<file path="src/eib_pkg.sv">
// Purpose: Shared constants of the external interrupt and address break block
// Assumes: Byte offsets on a 32-bit classic Wishbone slave, 8-bit registers except the 16-bit sense control
// Notes:   Offsets are word aligned; narrower registers sit in the low bits
package eib_pkg;

  // ****************************************
  // Register map (byte addresses)
  // ****************************************
  localparam logic [7:0] OFS_KEY_MASK   = 8'h00;
  localparam logic [7:0] OFS_BRK_CTL    = 8'h04;
  localparam logic [7:0] OFS_BRK_HIGH   = 8'h08;
  localparam logic [7:0] OFS_BRK_MID    = 8'h0C;
  localparam logic [7:0] OFS_BRK_LOW    = 8'h10;
  localparam logic [7:0] OFS_SENSE_CTL  = 8'h14;
  localparam logic [7:0] OFS_REQ_ENABLE = 8'h18;
  localparam logic [7:0] OFS_REQ_FLAG   = 8'h1C;
  localparam logic [7:0] OFS_SYS_CTL    = 8'h20;

  // ****************************************
  // Reset values
  // ****************************************
  localparam logic [7:0]  KEY_MASK_RST   = 8'hBF;
  localparam logic [7:0]  BRK_RST        = 8'h00;
  localparam logic [15:0] SENSE_CTL_RST  = 16'h0000;
  localparam logic [7:0]  REQ_ENABLE_RST = 8'h00;
  localparam logic [7:0]  REQ_FLAG_RST   = 8'h00;
  localparam logic        SYS_CTL_RST    = 1'b0;

  // ****************************************
  // Field positions
  // ****************************************
  localparam int BRK_CMF_BIT = 7;
  localparam int BRK_BIE_BIT = 0;
  localparam int NMI_EDGE_BIT = 0;
  localparam int KEY_REQ_LINE = 6;

  // ****************************************
  // Sense encodings and vectors
  // ****************************************
  localparam logic [1:0] SENSE_LOW  = 2'h0;
  localparam logic [1:0] SENSE_FALL = 2'h1;
  localparam logic [1:0] SENSE_RISE = 2'h2;
  localparam logic [1:0] SENSE_BOTH = 2'h3;

  localparam logic [7:0] VEC_NMI      = 8'h07;
  localparam logic [7:0] VEC_REQ_BASE = 8'h10;
  localparam logic [7:0] VEC_BREAK    = 8'h1B;

  // Lines able to leave software standby
  localparam logic [7:0] WAKE_LINES = 8'hC7;

endpackage

</file>
<file path="src/eib_top.sv">
// Purpose: External request front end, key-sense merge and address break unit
// Assumes: Classic Wishbone slave, all inputs synchronous to clk_i
// Notes:   Vector output follows fixed priority: nonmaskable, lines 0..7, break
//
// Function
// - Mask bit 0 lets its key-sense input request; 1 blocks it.
// - Key-sense mask loads BF on reset and hardware standby.
// - Key-sense inputs share request six: sense, enable, flag.
// - Match flag sets when break address is prefetched with break enable.
// - Match flag clears on break exception handling; software cannot write it.
// - Break request is raised while match flag and break enable are set.
// - Control bit 0 is break enable, read/write.
// - Control bits 6..1 and low address bit 0 read zero, ignore writes.
// - Break registers clear on reset/hardware standby, keep through software standby.
// - Break address held high 23..16, mid 15..8, low 7..1.
// - Address bits 15..1 compare with internal bus bits 15..1.
// - Normal mode excludes address bits 23..16 from comparison.
// - Nonmaskable request has top priority and is always accepted.
// - Edge select bit picks rising or falling nonmaskable trigger.
// - Nonmaskable exception uses vector 7.
// - External requests seven down to zero use vectors 23 down to 16.
// - Request flags set on their condition even when disabled.
// - Detection works whatever the pin direction.
// - Nonmaskable and lines 7,6,2,1,0 wake from software standby.
// - Transfer-controller activation ignores mode and processor mask.
// - Sense bits: 00 low, 01 falling, 10 rising, 11 both edges.
// - Flag clears by writing 0 after reading 1; writing 1 does nothing.
// - Enable bit 1 enables its line; register resets to zero.
`timescale 1ns/1ps
`default_nettype none
module eib_top
  import eib_pkg::*;
#(
  parameter int LINES = 8
) (
  // Clock and reset
  input  wire logic             clk_i,
  input  wire logic             rst_i,
  input  wire logic             hw_standby_i,
  // Wishbone slave
  input  wire logic             wb_cyc_i,
  input  wire logic             wb_stb_i,
  input  wire logic             wb_we_i,
  input  wire logic [7:0]       wb_adr_i,
  input  wire logic [3:0]       wb_sel_i,
  input  wire logic [31:0]      wb_dat_i,
  output logic      [31:0]      wb_dat_o,
  output logic                  wb_ack_o,
  // Pins
  input  wire logic             nmi_i,
  input  wire logic [LINES-1:0] req_n_i,
  input  wire logic [7:0]       key_sense_n_i,
  // CPU side
  input  wire logic             normal_mode_i,
  input  wire logic [23:0]      cpu_addr_i,
  input  wire logic             prefetch_i,
  input  wire logic             exc_ack_i,
  input  wire logic [7:0]       exc_vector_i,
  // Requests
  output logic                  vec_valid_o,
  output logic      [7:0]       vec_o,
  output logic      [LINES-1:0] req_o,
  output logic      [LINES-1:0] xfer_req_o,
  output logic                  break_req_o,
  output logic                  wake_o
);

  // ****************************************
  // Registers
  // ****************************************
  logic [7:0]         key_mask_q;
  logic               cmf_q;
  logic               bie_q;
  logic [7:0]         brk_high_q;
  logic [7:0]         brk_mid_q;
  logic [7:1]         brk_low_q;
  logic [15:0]        sense_q;
  logic [LINES-1:0]   enable_q;
  logic [LINES-1:0]   flag_q;
  logic [LINES-1:0]   flag_d;
  logic [LINES-1:0]   seen_q;
  logic               nmi_edge_sel_q;
  logic               nmi_prev_q;
  logic               nmi_pend_q;
  logic               nmi_pend_d;

  // ****************************************
  // Bus decode
  // ****************************************
  wire        init      = rst_i | hw_standby_i;
  wire        access    = wb_cyc_i & wb_stb_i & ~wb_ack_o;
  wire        wr        = access & wb_we_i & wb_sel_i[0];
  wire        wr_hi     = access & wb_we_i & wb_sel_i[1];
  wire        rd        = access & ~wb_we_i;
  wire        hit_mask  = wb_adr_i == OFS_KEY_MASK;
  wire        hit_ctl   = wb_adr_i == OFS_BRK_CTL;
  wire        hit_high  = wb_adr_i == OFS_BRK_HIGH;
  wire        hit_mid   = wb_adr_i == OFS_BRK_MID;
  wire        hit_low   = wb_adr_i == OFS_BRK_LOW;
  wire        hit_sense = wb_adr_i == OFS_SENSE_CTL;
  wire        hit_en    = wb_adr_i == OFS_REQ_ENABLE;
  wire        hit_flag  = wb_adr_i == OFS_REQ_FLAG;
  wire        hit_sys   = wb_adr_i == OFS_SYS_CTL;

  // Reserved bits read zero, unmapped offsets read zero
  wire [31:0] rd_data =
      hit_mask  ? {24'h000000, key_mask_q} :
      hit_ctl   ? {24'h000000, cmf_q, 6'h00, bie_q} :
      hit_high  ? {24'h000000, brk_high_q} :
      hit_mid   ? {24'h000000, brk_mid_q} :
      hit_low   ? {24'h000000, brk_low_q, 1'b0} :
      hit_sense ? {16'h0000, sense_q} :
      hit_en    ? {24'h000000, enable_q} :
      hit_flag  ? {24'h000000, flag_q} :
      hit_sys   ? {31'h00000000, nmi_edge_sel_q} : 32'h00000000;

  always_ff @(posedge clk_i) begin
    if (rst_i) begin
      wb_ack_o <= 1'b0;
      wb_dat_o <= 32'h00000000;
    end else begin
      wb_ack_o <= access;
      wb_dat_o <= rd ? rd_data : 32'h00000000;
    end
  end

  // ****************************************
  // Software registers
  // ****************************************
  // Hardware standby acts as reset; software standby keeps contents
  always_ff @(posedge clk_i) begin
    if (init) begin
      key_mask_q     <= KEY_MASK_RST;
      bie_q          <= BRK_RST[BRK_BIE_BIT];
      brk_high_q     <= BRK_RST;
      brk_mid_q      <= BRK_RST;
      brk_low_q      <= BRK_RST[7:1];
      sense_q        <= SENSE_CTL_RST;
      enable_q       <= REQ_ENABLE_RST;
      nmi_edge_sel_q <= SYS_CTL_RST;
    end else begin
      if (wr && hit_mask) begin
        key_mask_q <= wb_dat_i[7:0];
      end
      if (wr && hit_ctl) begin
        bie_q <= wb_dat_i[BRK_BIE_BIT];
      end
      if (wr && hit_high) begin
        brk_high_q <= wb_dat_i[7:0];
      end
      if (wr && hit_mid) begin
        brk_mid_q <= wb_dat_i[7:0];
      end
      if (wr && hit_low) begin
        brk_low_q <= wb_dat_i[7:1];
      end
      if (wr && hit_sense) begin
        sense_q[7:0] <= wb_dat_i[7:0];
      end
      if (wr_hi && hit_sense) begin
        sense_q[15:8] <= wb_dat_i[15:8];
      end
      if (wr && hit_en) begin
        enable_q <= wb_dat_i[LINES-1:0];
      end
      if (wr && hit_sys) begin
        nmi_edge_sel_q <= wb_dat_i[NMI_EDGE_BIT];
      end
    end
  end

  // ****************************************
  // Key-sense merge and request detection
  // ****************************************
  // Wired-AND style merge keeps line six usable alongside its own pin
  wire              key_low = |(~key_sense_n_i & ~key_mask_q);
  wire [LINES-1:0]  pin_n;
  wire [LINES-1:0]  ev;

  // Pins are read straight, so output-mode pins still trigger
  assign pin_n = req_n_i & ~(LINES'(key_low) << KEY_REQ_LINE);

  genvar gi;
  generate
    for (gi = 0; gi < LINES; gi++) begin : g_sense
      eib_sense u_sense (
        .clk_i   (clk_i),
        .rst_i   (init),
        .pin_n_i (pin_n[gi]),
        .sense_i (sense_q[2*gi +: 2]),
        .event_o (ev[gi])
      );
    end
  endgenerate

  // ****************************************
  // Request flags
  // ****************************************
  wire             exc_req  = exc_ack_i && exc_vector_i >= VEC_REQ_BASE
                              && exc_vector_i < VEC_REQ_BASE + 8'(LINES);
  wire [7:0]       exc_line = exc_vector_i - VEC_REQ_BASE;
  wire [LINES-1:0] sw_clr   = (wr && hit_flag) ? (seen_q & ~wb_dat_i[LINES-1:0])
                                               : '0;

  // Level-sensed flags stay while the pin holds low; edge flags clear on service
  always_comb begin
    flag_d = flag_q & ~sw_clr;
    for (int i = 0; i < LINES; i++) begin
      if (exc_req && exc_line == 8'(i)
          && (sense_q[2*i +: 2] != SENSE_LOW || pin_n[i])) begin
        flag_d[i] = 1'b0;
      end
    end
    flag_d = flag_d | ev;
  end

  // Only a read that returned 1 arms the write-0 clear
  always_ff @(posedge clk_i) begin
    if (init) begin
      flag_q <= REQ_FLAG_RST;
      seen_q <= '0;
    end else begin
      flag_q <= flag_d;
      if (rd && hit_flag) begin
        seen_q <= flag_q;
      end else if (wr && hit_flag) begin
        seen_q <= '0;
      end
    end
  end

  // ****************************************
  // Nonmaskable request
  // ****************************************
  wire nmi_edge = nmi_edge_sel_q ? (~nmi_prev_q & nmi_i)
                                 : (nmi_prev_q & ~nmi_i);

  // A new edge in the service cycle is kept, not lost
  assign nmi_pend_d = nmi_edge | (nmi_pend_q & ~(exc_ack_i && exc_vector_i == VEC_NMI));

  always_ff @(posedge clk_i) begin
    if (init) begin
      nmi_prev_q <= 1'b0;
      nmi_pend_q <= 1'b0;
    end else begin
      nmi_prev_q <= nmi_i;
      nmi_pend_q <= nmi_pend_d;
    end
  end

  // ****************************************
  // Address break
  // ****************************************
  wire lo_match  = cpu_addr_i[15:1] == {brk_mid_q, brk_low_q};
  wire hi_match  = normal_mode_i || cpu_addr_i[23:16] == brk_high_q;
  wire brk_hit   = prefetch_i & bie_q & lo_match & hi_match;
  wire brk_serv  = exc_ack_i && exc_vector_i == VEC_BREAK;

  // Software writes never reach the flag; a hit in the service cycle wins
  always_ff @(posedge clk_i) begin
    if (init) begin
      cmf_q <= BRK_RST[BRK_CMF_BIT];
    end else begin
      cmf_q <= brk_hit | (cmf_q & ~brk_serv);
    end
  end

  // ****************************************
  // Request outputs
  // ****************************************
  wire [LINES-1:0] active = flag_q & enable_q;
  logic [7:0]      vec_sel;
  logic            vec_any;

  // Fixed priority; there is no mask input, so the top source is always offered
  always_comb begin
    vec_any = 1'b1;
    vec_sel = VEC_NMI;
    if (!nmi_pend_q) begin
      vec_any = 1'b0;
      for (int i = LINES - 1; i >= 0; i--) begin
        if (active[i]) begin
          vec_any = 1'b1;
          vec_sel = VEC_REQ_BASE + 8'(i);
        end
      end
      if (!vec_any && cmf_q && bie_q) begin
        vec_any = 1'b1;
        vec_sel = VEC_BREAK;
      end
    end
  end

  always_ff @(posedge clk_i) begin
    if (init) begin
      vec_valid_o <= 1'b0;
      vec_o       <= 8'h00;
      req_o       <= '0;
      xfer_req_o  <= '0;
      break_req_o <= 1'b0;
      wake_o      <= 1'b0;
    end else begin
      vec_valid_o <= vec_any;
      vec_o       <= vec_any ? vec_sel : 8'h00;
      req_o       <= active;
      xfer_req_o  <= active;
      break_req_o <= cmf_q & bie_q;
      wake_o      <= nmi_pend_q | (|(flag_q & WAKE_LINES[LINES-1:0]));
    end
  end

  // ****************************************
  // Assertions
  // ****************************************
  a_mask_reset: assert property (@(posedge clk_i) init |=> key_mask_q == KEY_MASK_RST)
    else $error("key mask not BF after reset");
  a_break_request: assert property (@(posedge clk_i) disable iff (init)
    (cmf_q && bie_q) |=> break_req_o)
    else $error("break request missing");
  a_match_set: assert property (@(posedge clk_i) disable iff (init)
    brk_hit |=> cmf_q)
    else $error("match flag not set on hit");
  a_match_clear: assert property (@(posedge clk_i) disable iff (init)
    (brk_serv && !brk_hit) |=> !cmf_q)
    else $error("match flag not cleared by service");
  a_nmi_vector: assert property (@(posedge clk_i) disable iff (init)
    nmi_pend_q |=> vec_valid_o && vec_o == 8'h07)
    else $error("nonmaskable vector wrong");
  a_flag_sets: assert property (@(posedge clk_i) disable iff (init)
    ev[0] |=> flag_q[0])
    else $error("flag zero not set");
  a_high_ignored: assert property (@(posedge clk_i) disable iff (init)
    (normal_mode_i && prefetch_i && bie_q && lo_match) |=> cmf_q)
    else $error("high bits compared in normal mode");
  a_wake_lines: assert property (@(posedge clk_i) disable iff (init)
    (!nmi_pend_q && (flag_q & WAKE_LINES[LINES-1:0]) == '0) |=> !wake_o)
    else $error("wake from non-wake line");
  a_key_merge: assert property (@(posedge clk_i) disable iff (init)
    (key_low && sense_q[13:12] == SENSE_LOW) |=> flag_q[KEY_REQ_LINE])
    else $error("key-sense low did not set line six");
  a_ack_single: assert property (@(posedge clk_i) disable iff (rst_i)
    wb_ack_o |=> !wb_ack_o)
    else $error("ack longer than one cycle");

  c_break_hit: cover property (@(posedge clk_i) disable iff (init) brk_hit ##1 break_req_o);
  c_key_flag: cover property (@(posedge clk_i) disable iff (init) key_low ##1 flag_q[6]);
  c_sw_clear: cover property (@(posedge clk_i) disable iff (init) sw_clr != '0);
  c_nmi_serv: cover property (@(posedge clk_i) disable iff (init) nmi_pend_q ##[1:20] !nmi_pend_q);

endmodule // eib_top
`default_nettype wire

</file>
<file path="src/eib_sense.sv">
// Purpose: Trigger detector for one external request pin
// Assumes: Pin is synchronous to clk_i and active low
// Notes:   Level mode fires every cycle the pin stays low
`timescale 1ns/1ps
`default_nettype none
module eib_sense
  import eib_pkg::*;
(
  // Clock and reset
  input  wire logic       clk_i,
  input  wire logic       rst_i,
  // Pin and mode
  input  wire logic       pin_n_i,
  input  wire logic [1:0] sense_i,
  // Detected trigger
  output logic            event_o
);

  logic prev_q;
  logic fall;
  logic rise;

  // Idle pin is high, so no edge is seen just after reset
  always_ff @(posedge clk_i) begin
    if (rst_i) begin
      prev_q <= 1'b1;
    end else begin
      prev_q <= pin_n_i;
    end
  end

  assign fall = prev_q & ~pin_n_i;
  assign rise = ~prev_q & pin_n_i;

  always_comb begin
    case (sense_i)
      SENSE_LOW:  event_o = ~pin_n_i;
      SENSE_FALL: event_o = fall;
      SENSE_RISE: event_o = rise;
      SENSE_BOTH: event_o = fall | rise;
      default:    event_o = 1'b0;
    endcase
  end

endmodule // eib_sense
`default_nettype wire

</file>
<file path="config.mk">
export PLATFORM = sky130hd
export DESIGN_NAME = eib_top
export DESIGN_NICKNAME = d
export VERILOG_FILES = /design/src/eib_pkg.sv /design/src/eib_top.sv /design/src/eib_sense.sv
export SDC_FILE = /design/constraint.sdc
export NUM_CORES = 1
export LEC_CHECK = 0
export BUFFER_PORTS_ARGS = -buffer_cell sky130_fd_sc_hd__buf_4
export CAP_MARGIN = 5
export CORE_MARGIN = 2
export CORE_UTILIZATION = 57
export DETAILED_ROUTE_END_ITERATION = 7
export GPL_ROUTABILITY_DRIVEN = 0
export PLACE_DENSITY = 0.86
export SKIP_CTS_REPAIR_TIMING = 1
export SYNTH_ARGS = -nofsm -noshare
export SYNTH_HDL_FRONTEND = slang
export SYNTH_HIERARCHICAL = 1
export SYNTH_SLANG_ARGS = --single-unit
</file>
<file path="constraint.sdc">
create_clock -name clk_i -period 4.2 [get_ports clk_i]
set_input_delay 0.42 -clock clk_i [delete_from_list [all_inputs] [get_ports clk_i]]
set_output_delay 0.42 -clock clk_i [all_outputs]
set_load 0.01 [all_outputs]
</file>
Word level (Yosys, flattened, before mapping)
Cells that the tools add are included.
- bits in registers: 136
- input bits: 102
- output and inout bits: 60
- logic and storage cells: 276
- add/sub/neg operators: 1
- $lt $le $gt $ge: 2
- equality and inequality tests: 43
- muxes and demuxes: 50
- bitwise logic cells: 77
- reduce and logical (&&, ||, !) cells: 70
- operator list (cell ; count):
    two-way mux 8 bit ; 10
    == test 8 x 3 -> 1 bit (second input constant) ; 6
    two-way mux 5 bit ; 9
    AND 8 bit ; 5
    == test 8 x 5 -> 1 bit (second input constant) ; 5
    logical AND 1 bit ; 33
    == test 2 bit (second input constant) ; 16
    NOT 8 bit ; 4
    one-hot mux 1 bit (4 select lines) ; 8
    AND 1 bit ; 30
    NOT 1 bit ; 24
    two-way mux 1 bit ; 21
    nonzero test 2 bit ; 9
    == test 2 x 1 -> 1 bit (second input constant) ; 8
    == test 8 x 2 -> 1 bit (second input constant) ; 2
    == test 8 x 4 -> 1 bit (second input constant) ; 2
    zero test 2 bit ; 8
    zero test 8 bit ; 2
    two-way mux 16 bit ; 1
    == test 15 bit ; 1
    bitwise OR 1 bit ; 12
    OR reduction 11 bit ; 1
    OR reduction 10 bit ; 1
    logical OR 1 bit ; 9
    other kinds (15) ; 16

Depth between registers and ports, before layout
- word-level depth: 17
- gate-level depth with buffers: 9

Modules after synthesis
The synthesis kept the hierarchy.
- by module, submodules not included (module ; times used ; cells an instance ; area each (um^2)):
    eib_top ; 1 ; 554 ; 5134.9
    eib_sense ; 8 ; 8 ; 85.1

Worst setup path before layout
No wires, ideal clock.
- path type: input port to flip-flop
- start: input key_sense_n_i[7]
- end: register flag_q[6]
- setup time: 134 ps
- arrival: 2291 ps
- setup slack: 1775 ps
- stages: 9
- buffers on the path: 0
- cells stage by stage: o22ai_1 or4_1 nor2_1 inv_1 ha_1 inv_1 mux4_2 nor4b_1 a211oi_1
- word-level cells in the longest chain between the ends: 10
- elaborated cells on any way between the ends: 14
- those cells by class: 2 x mux; 9 x bitwise; 3 x reduce/logical
- ends and longest elaborated chain (item ; RTL line ; source):
    from (decl) ; eib_top.sv:52 ; input wire logic [7:0] key_sense_n_i,
    NOT 8 bit * ; eib_top.sv:176 ; wire key_low = |(~key_sense_n_i & ~key_mask_q);
    AND 8 bit * ; eib_top.sv:176 ;
    OR reduction 8 bit * ; eib_top.sv:176 ;
    NOT 7 -> 8 bit * ; eib_top.sv:181 ; assign pin_n = req_n_i & ~(LINES'(key_low) << KEY_REQ_LINE);
    AND 8 bit * ; eib_top.sv:181 ;
    net pin_n[6] ; eib_top.sv:177 ; wire [LINES-1:0] pin_n;
    NOT 1 bit ; eib_sense.sv:32, eib_sense.sv:37 ;
    AND 1 bit ; eib_sense.sv:32 ; assign fall = prev_q & ~pin_n_i;
    bitwise OR 1 bit ; eib_sense.sv:40 ; SENSE_BOTH: event_o = fall | rise;
    one-hot mux 1 bit (4 select lines) * ; eib_sense.sv:36 ; case (sense_i)
    net ev[6] ; eib_top.sv:178 ; wire [LINES-1:0] ev;
    bitwise OR 8 bit * ; eib_top.sv:214 ; flag_d = flag_d | ev;
    to (signal assigned) ; eib_top.sv:223 ; flag_q <= flag_d;
    to (decl) ; eib_top.sv:79 ; logic [LINES-1:0] flag_q;
Mark *: on every way through the listed nets, which the timed path passes. The rest lies on a longest branch.
A chain may end at the register's enable or synchronous reset.

Final worst setup path
- start: register key_mask_q[3]
- end: register flag_q[6]
- word-level cells in the longest chain between the ends: 10
- elaborated cells on any way between the ends: 14
- those cells by class: 2 x mux; 9 x bitwise; 3 x reduce/logical
- ends and longest elaborated chain (item ; RTL line ; source):
    from (decl) ; eib_top.sv:71 ; logic [7:0] key_mask_q;
    from (signal assigned) ; eib_top.sv:143 ; key_mask_q <= wb_dat_i[7:0];
    NOT 8 bit * ; eib_top.sv:176 ;
    AND 8 bit * ; eib_top.sv:176 ;
    OR reduction 8 bit * ; eib_top.sv:176 ;
    NOT 7 -> 8 bit * ; eib_top.sv:181 ;
    AND 8 bit * ; eib_top.sv:181 ;
    net pin_n[6] ; eib_top.sv:177 ;
    NOT 1 bit ; eib_sense.sv:32, eib_sense.sv:37 ;
    AND 1 bit ; eib_sense.sv:32 ;
    bitwise OR 1 bit ; eib_sense.sv:40 ;
    one-hot mux 1 bit (4 select lines) * ; eib_sense.sv:36 ;
    net ev[6] ; eib_top.sv:178 ;
    bitwise OR 8 bit * ; eib_top.sv:214 ;
Marks and branches as above.

==> impl_metrics.py <==
metrics = {
    "power": {
        "power.net_switching_mw": 0.682,
        "power_frac_seq": 0.421,
        "intPower_mw": 2.00,
        "powerDensity_nw_per_um2": 372,
        "p_leak_nw": 3.24,
        "power_mw": 2.69,
        "p_sw_frac": 0.254,
        "power_frac_comb": 0.083,
        "ir_drop_uv": 245,
        "power_frac_clock": 0.496,
    },
    "hold_path": {
        "hold_depth": 2,
        "min_to": "wb_ack_o",
        "hold_path.class": "input pin to register",
        "min_from": "rst_i",
    },
    "global_routing": {
        "grt_pass1_wl_um": 26900,
        "antenna_found_initial": 0,
        "grt_util_all_layers": 0.311,
        "grt_max_degree": 54,
        "grt-ovfl-total": 0,
        "grt_pass1_vias": 5358,
    },
    "yosys": {
        "ys_warn_count": 6,
        "synth_commonest_cells": "dfxtp_1, nor2_1, mux2i_1",
        "synth_area_leader_cell": "dfxtp_1",
        "syn_inst": 618,
        "synthFlopType": "dfxtp_1",
        "synthTopCellsByArea": "dfxtp_1, mux2i_1, nor2_1, buf_4, ha_1",
        "yosysMostFrequentCell": "dfxtp_1",
        "syn_avg_cell_area_um2": 9.41,
        "synth-seq-cells": 117,
        "yosysUniqueCellTypes": 69,
        "ys_seq_area_frac": 0.403,
        "async_reset_ff_frac": 0,
        "synth_edf_count": 0,
        "synth_top_area_frac": 0.403,
        "synth.cell_area_um2": 5820,
    },
    "layout": {
        "syn2layout_area_growth_pct": 24.1,
        "n_fill_cell": 672,
        "nNetsFinal": 848,
        "drive_above_1_share": 0.250,
        "antenna_cells": 0,
        "instances_no_fill": 876,
    },
    "drt": {
        "wl_per_cell_um": 19.3,
        "drc": 0,
        "drt_wl_total_um": 16900,
        "vias": 5388,
        "drt_iter0_markers": 537,
        "ant_nets": 0,
        "viasPerCell": 6.15,
        "detailedRoute.firstPassIterationCount": 6,
    },
    "floorplanning": {
        "ios": 162,
        "fp.coreArea_um2": 9820,
        "die_h_um": 105,
        "die_area_um2": 11000,
        "row_count": 36,
        "initial_core_util": 0.592,
        "die_x_um": 105,
    },
    "critical_path": {
        "path_class": "register to register",
        "startpoint_type": "register",
        "crit_path_end_kind": "register",
        "r2r_end": "flag_q[6]",
        "cp_data_arrival_time_ns": 3.26,
        "cp_max_fo": 4,
        "r2r_setup_slack_ns": 1.31,
        "required_ns": 4.58,
        "worstRegToRegCells": 9,
        "r2r-start": "key_mask_q[3]",
    },
    "timing": {
        "hold_violations": 0,
        "fin_crit_sh": 0.687,
        "fmax_mhz": 347,
        "slew_violations": 0,
        "rsz0062_at_grt": "no",
        "skew_ns": 0.00554,
        "slew-limit-headroom": 0.254,
        "final-setup-viol-count": 0,
        "post-route-min-period_ns": 2.89,
        "setup_tns_ns": 0,
        "worst_pin_slew_ns": 1.11,
        "fin_ws_ns": 1.31,
    },
    "clock_network": {
        "cts.sinks": 117,
        "clockBufferDepth": 2,
        "cts_root_buffer": "clkbuf_8",
        "cts_max_level": 4,
        "clkLatencyLatePin_ns": 0.52,
        "numCtsBuffers": 17,
        "cts_tree": "yes",
        "clkTransAtPathRegs_ns": 0.06,
    },
    "placed_design": {
        "dp_cells": 844,
        "place_hpwl_um": 11700,
        "port_buffers": 123,
        "post-place-ws_ns": 1.29,
    },
    "run_status": {
        "status": "finished clean",
    },
    "job": {
        "cap_violations": 0,
    },
}
==> cells by family (layout without fill, tap and decap cells) <==
family / after synthesis / count (layout) / synth area share
buffers and inverters: 83 / 190 / 0.0757
DFF: 117 / 117 / 0.403
and+or+nand+nor: 212 / 212 / 0.197
adders and majority gates: 16 / 16 / 0.0344
muxes: 68 / 68 / 0.135
xor gates and xnor gates: 23 / 23 / 0.0346
AOI/OAI and AO/OA: 98 / 98 / 0.119
other: 1 / 19 / 0.000645
==> cell usage in the layout, fill, tap and decap left out, drive strengths merged, types with 5 or more instances in the layout <==
master | netlist | layout
a211oi | 8 | 8
a21o | 5 | 5
a21oi | 18 | 18
a22o | 10 | 10
a22oi | 5 | 5
and2 | 11 | 11
buf | 33 | 125
clkbuf | 16 | 18
clkinv | 0 | 7
conb | 1 | 19
dfxtp | 117 | 117
ha | 16 | 16
inv | 33 | 36
mux2 | 5 | 5
mux2i | 55 | 55
mux4 | 8 | 8
nand2 | 29 | 29
nand2b | 5 | 5
nand3 | 12 | 12
nand4 | 6 | 6
nor2 | 78 | 78
nor2b | 11 | 11
nor3 | 14 | 14
nor4 | 14 | 14
o21ai | 10 | 10
o22ai | 10 | 10
or2 | 11 | 11
xnor2 | 13 | 13
xor2 | 10 | 10
==> routing by layer <==
layer | GRT usage | routed length (µm)
met5 | 0 | 0
met2 | 0.533 | 8370
met1 | 0.357 | 6080
met3 | 0.0823 | 1660
met4 | 0.156 | 823
==> metrics by stage <==
stage	area (µm²)	utilization	hold slack, ns
2_1_floorplan	5880	-	0.441
3_3_place_gp	6670	0.679	0.455
3_5_place_dp	6670	0.679	0.463
4_1_cts	7220	0.735	0.0589
5_1_grt	7220	0.735	0.0700
6_report	7220	0.735	0.0745
==> how the worst max path moves through the flow <==
stage,from,endpoint,slack [ns],cells past startpoint
2_1_floorplan,key_sense_n_i[7],flag_q[6],1.77,9
3_3_place_gp,key_sense_n_i[7],flag_q[6],1.44,10
3_5_place_dp,key_sense_n_i[3],flag_q[6],1.29,10
4_1_cts,key_mask_q[7],flag_q[6],1.40,9
5_1_grt,key_mask_q[3],flag_q[6],1.15,9
6_report,key_mask_q[3],flag_q[6],1.31,9
==> flip-flops by register name (all words and copies together) (netlist names), 5 cells and up <==
name / flops
key_mask_q: 8
enable_q: 8
brk_mid_q: 8
g_sense.u_sense/prev_q: 8
seen_q: 8
vec_o: 5
wb_dat_o: 16
brk_high_q: 8
sense_q: 16
flag_q: 8
brk_low_q: 7
xfer_req_o: 8
==> power by group through the flow <==
stage	Sequential [mW]	Combinational (mW)	Clock [mW]
after floorplan	1.15	0.117	0
after global placement	1.15	0.204	0
after detailed placement	1.15	0.213	0
after CTS	1.13	0.216	1.33
after global routing	1.13	0.237	1.38
final	1.13	0.222	1.33
==> worst max-delay path, cell delays in order (launching register included) <==
cell and delay [ns]:
dfxtp_1 0.37, o22ai_1 0.10, or4_1 0.51, nor2_1 0.41
inv_1 0.12, ha_1 0.30, inv_1 0.03, mux4_2 0.47
nor4b_1 0.34, a211oi_1 0.09
==> cell type report <==
type | instances | area [µm²] | share of cell area
Clock buffer | 18 | 418 | 0.0579
Timing Repair Buffer | 125 | 938 | 0.130
Sequential cell | 117 | 2340 | 0.324
Multi-Input combinational cell | 436 | 3100 | 0.430
Tap cell | 133 | 166 | 0.0231
Inverter | 33 | 124 | 0.0172
Clock inverter | 14 | 129 | 0.0179
No activity file was read; power rests on OpenSTA's default activity.
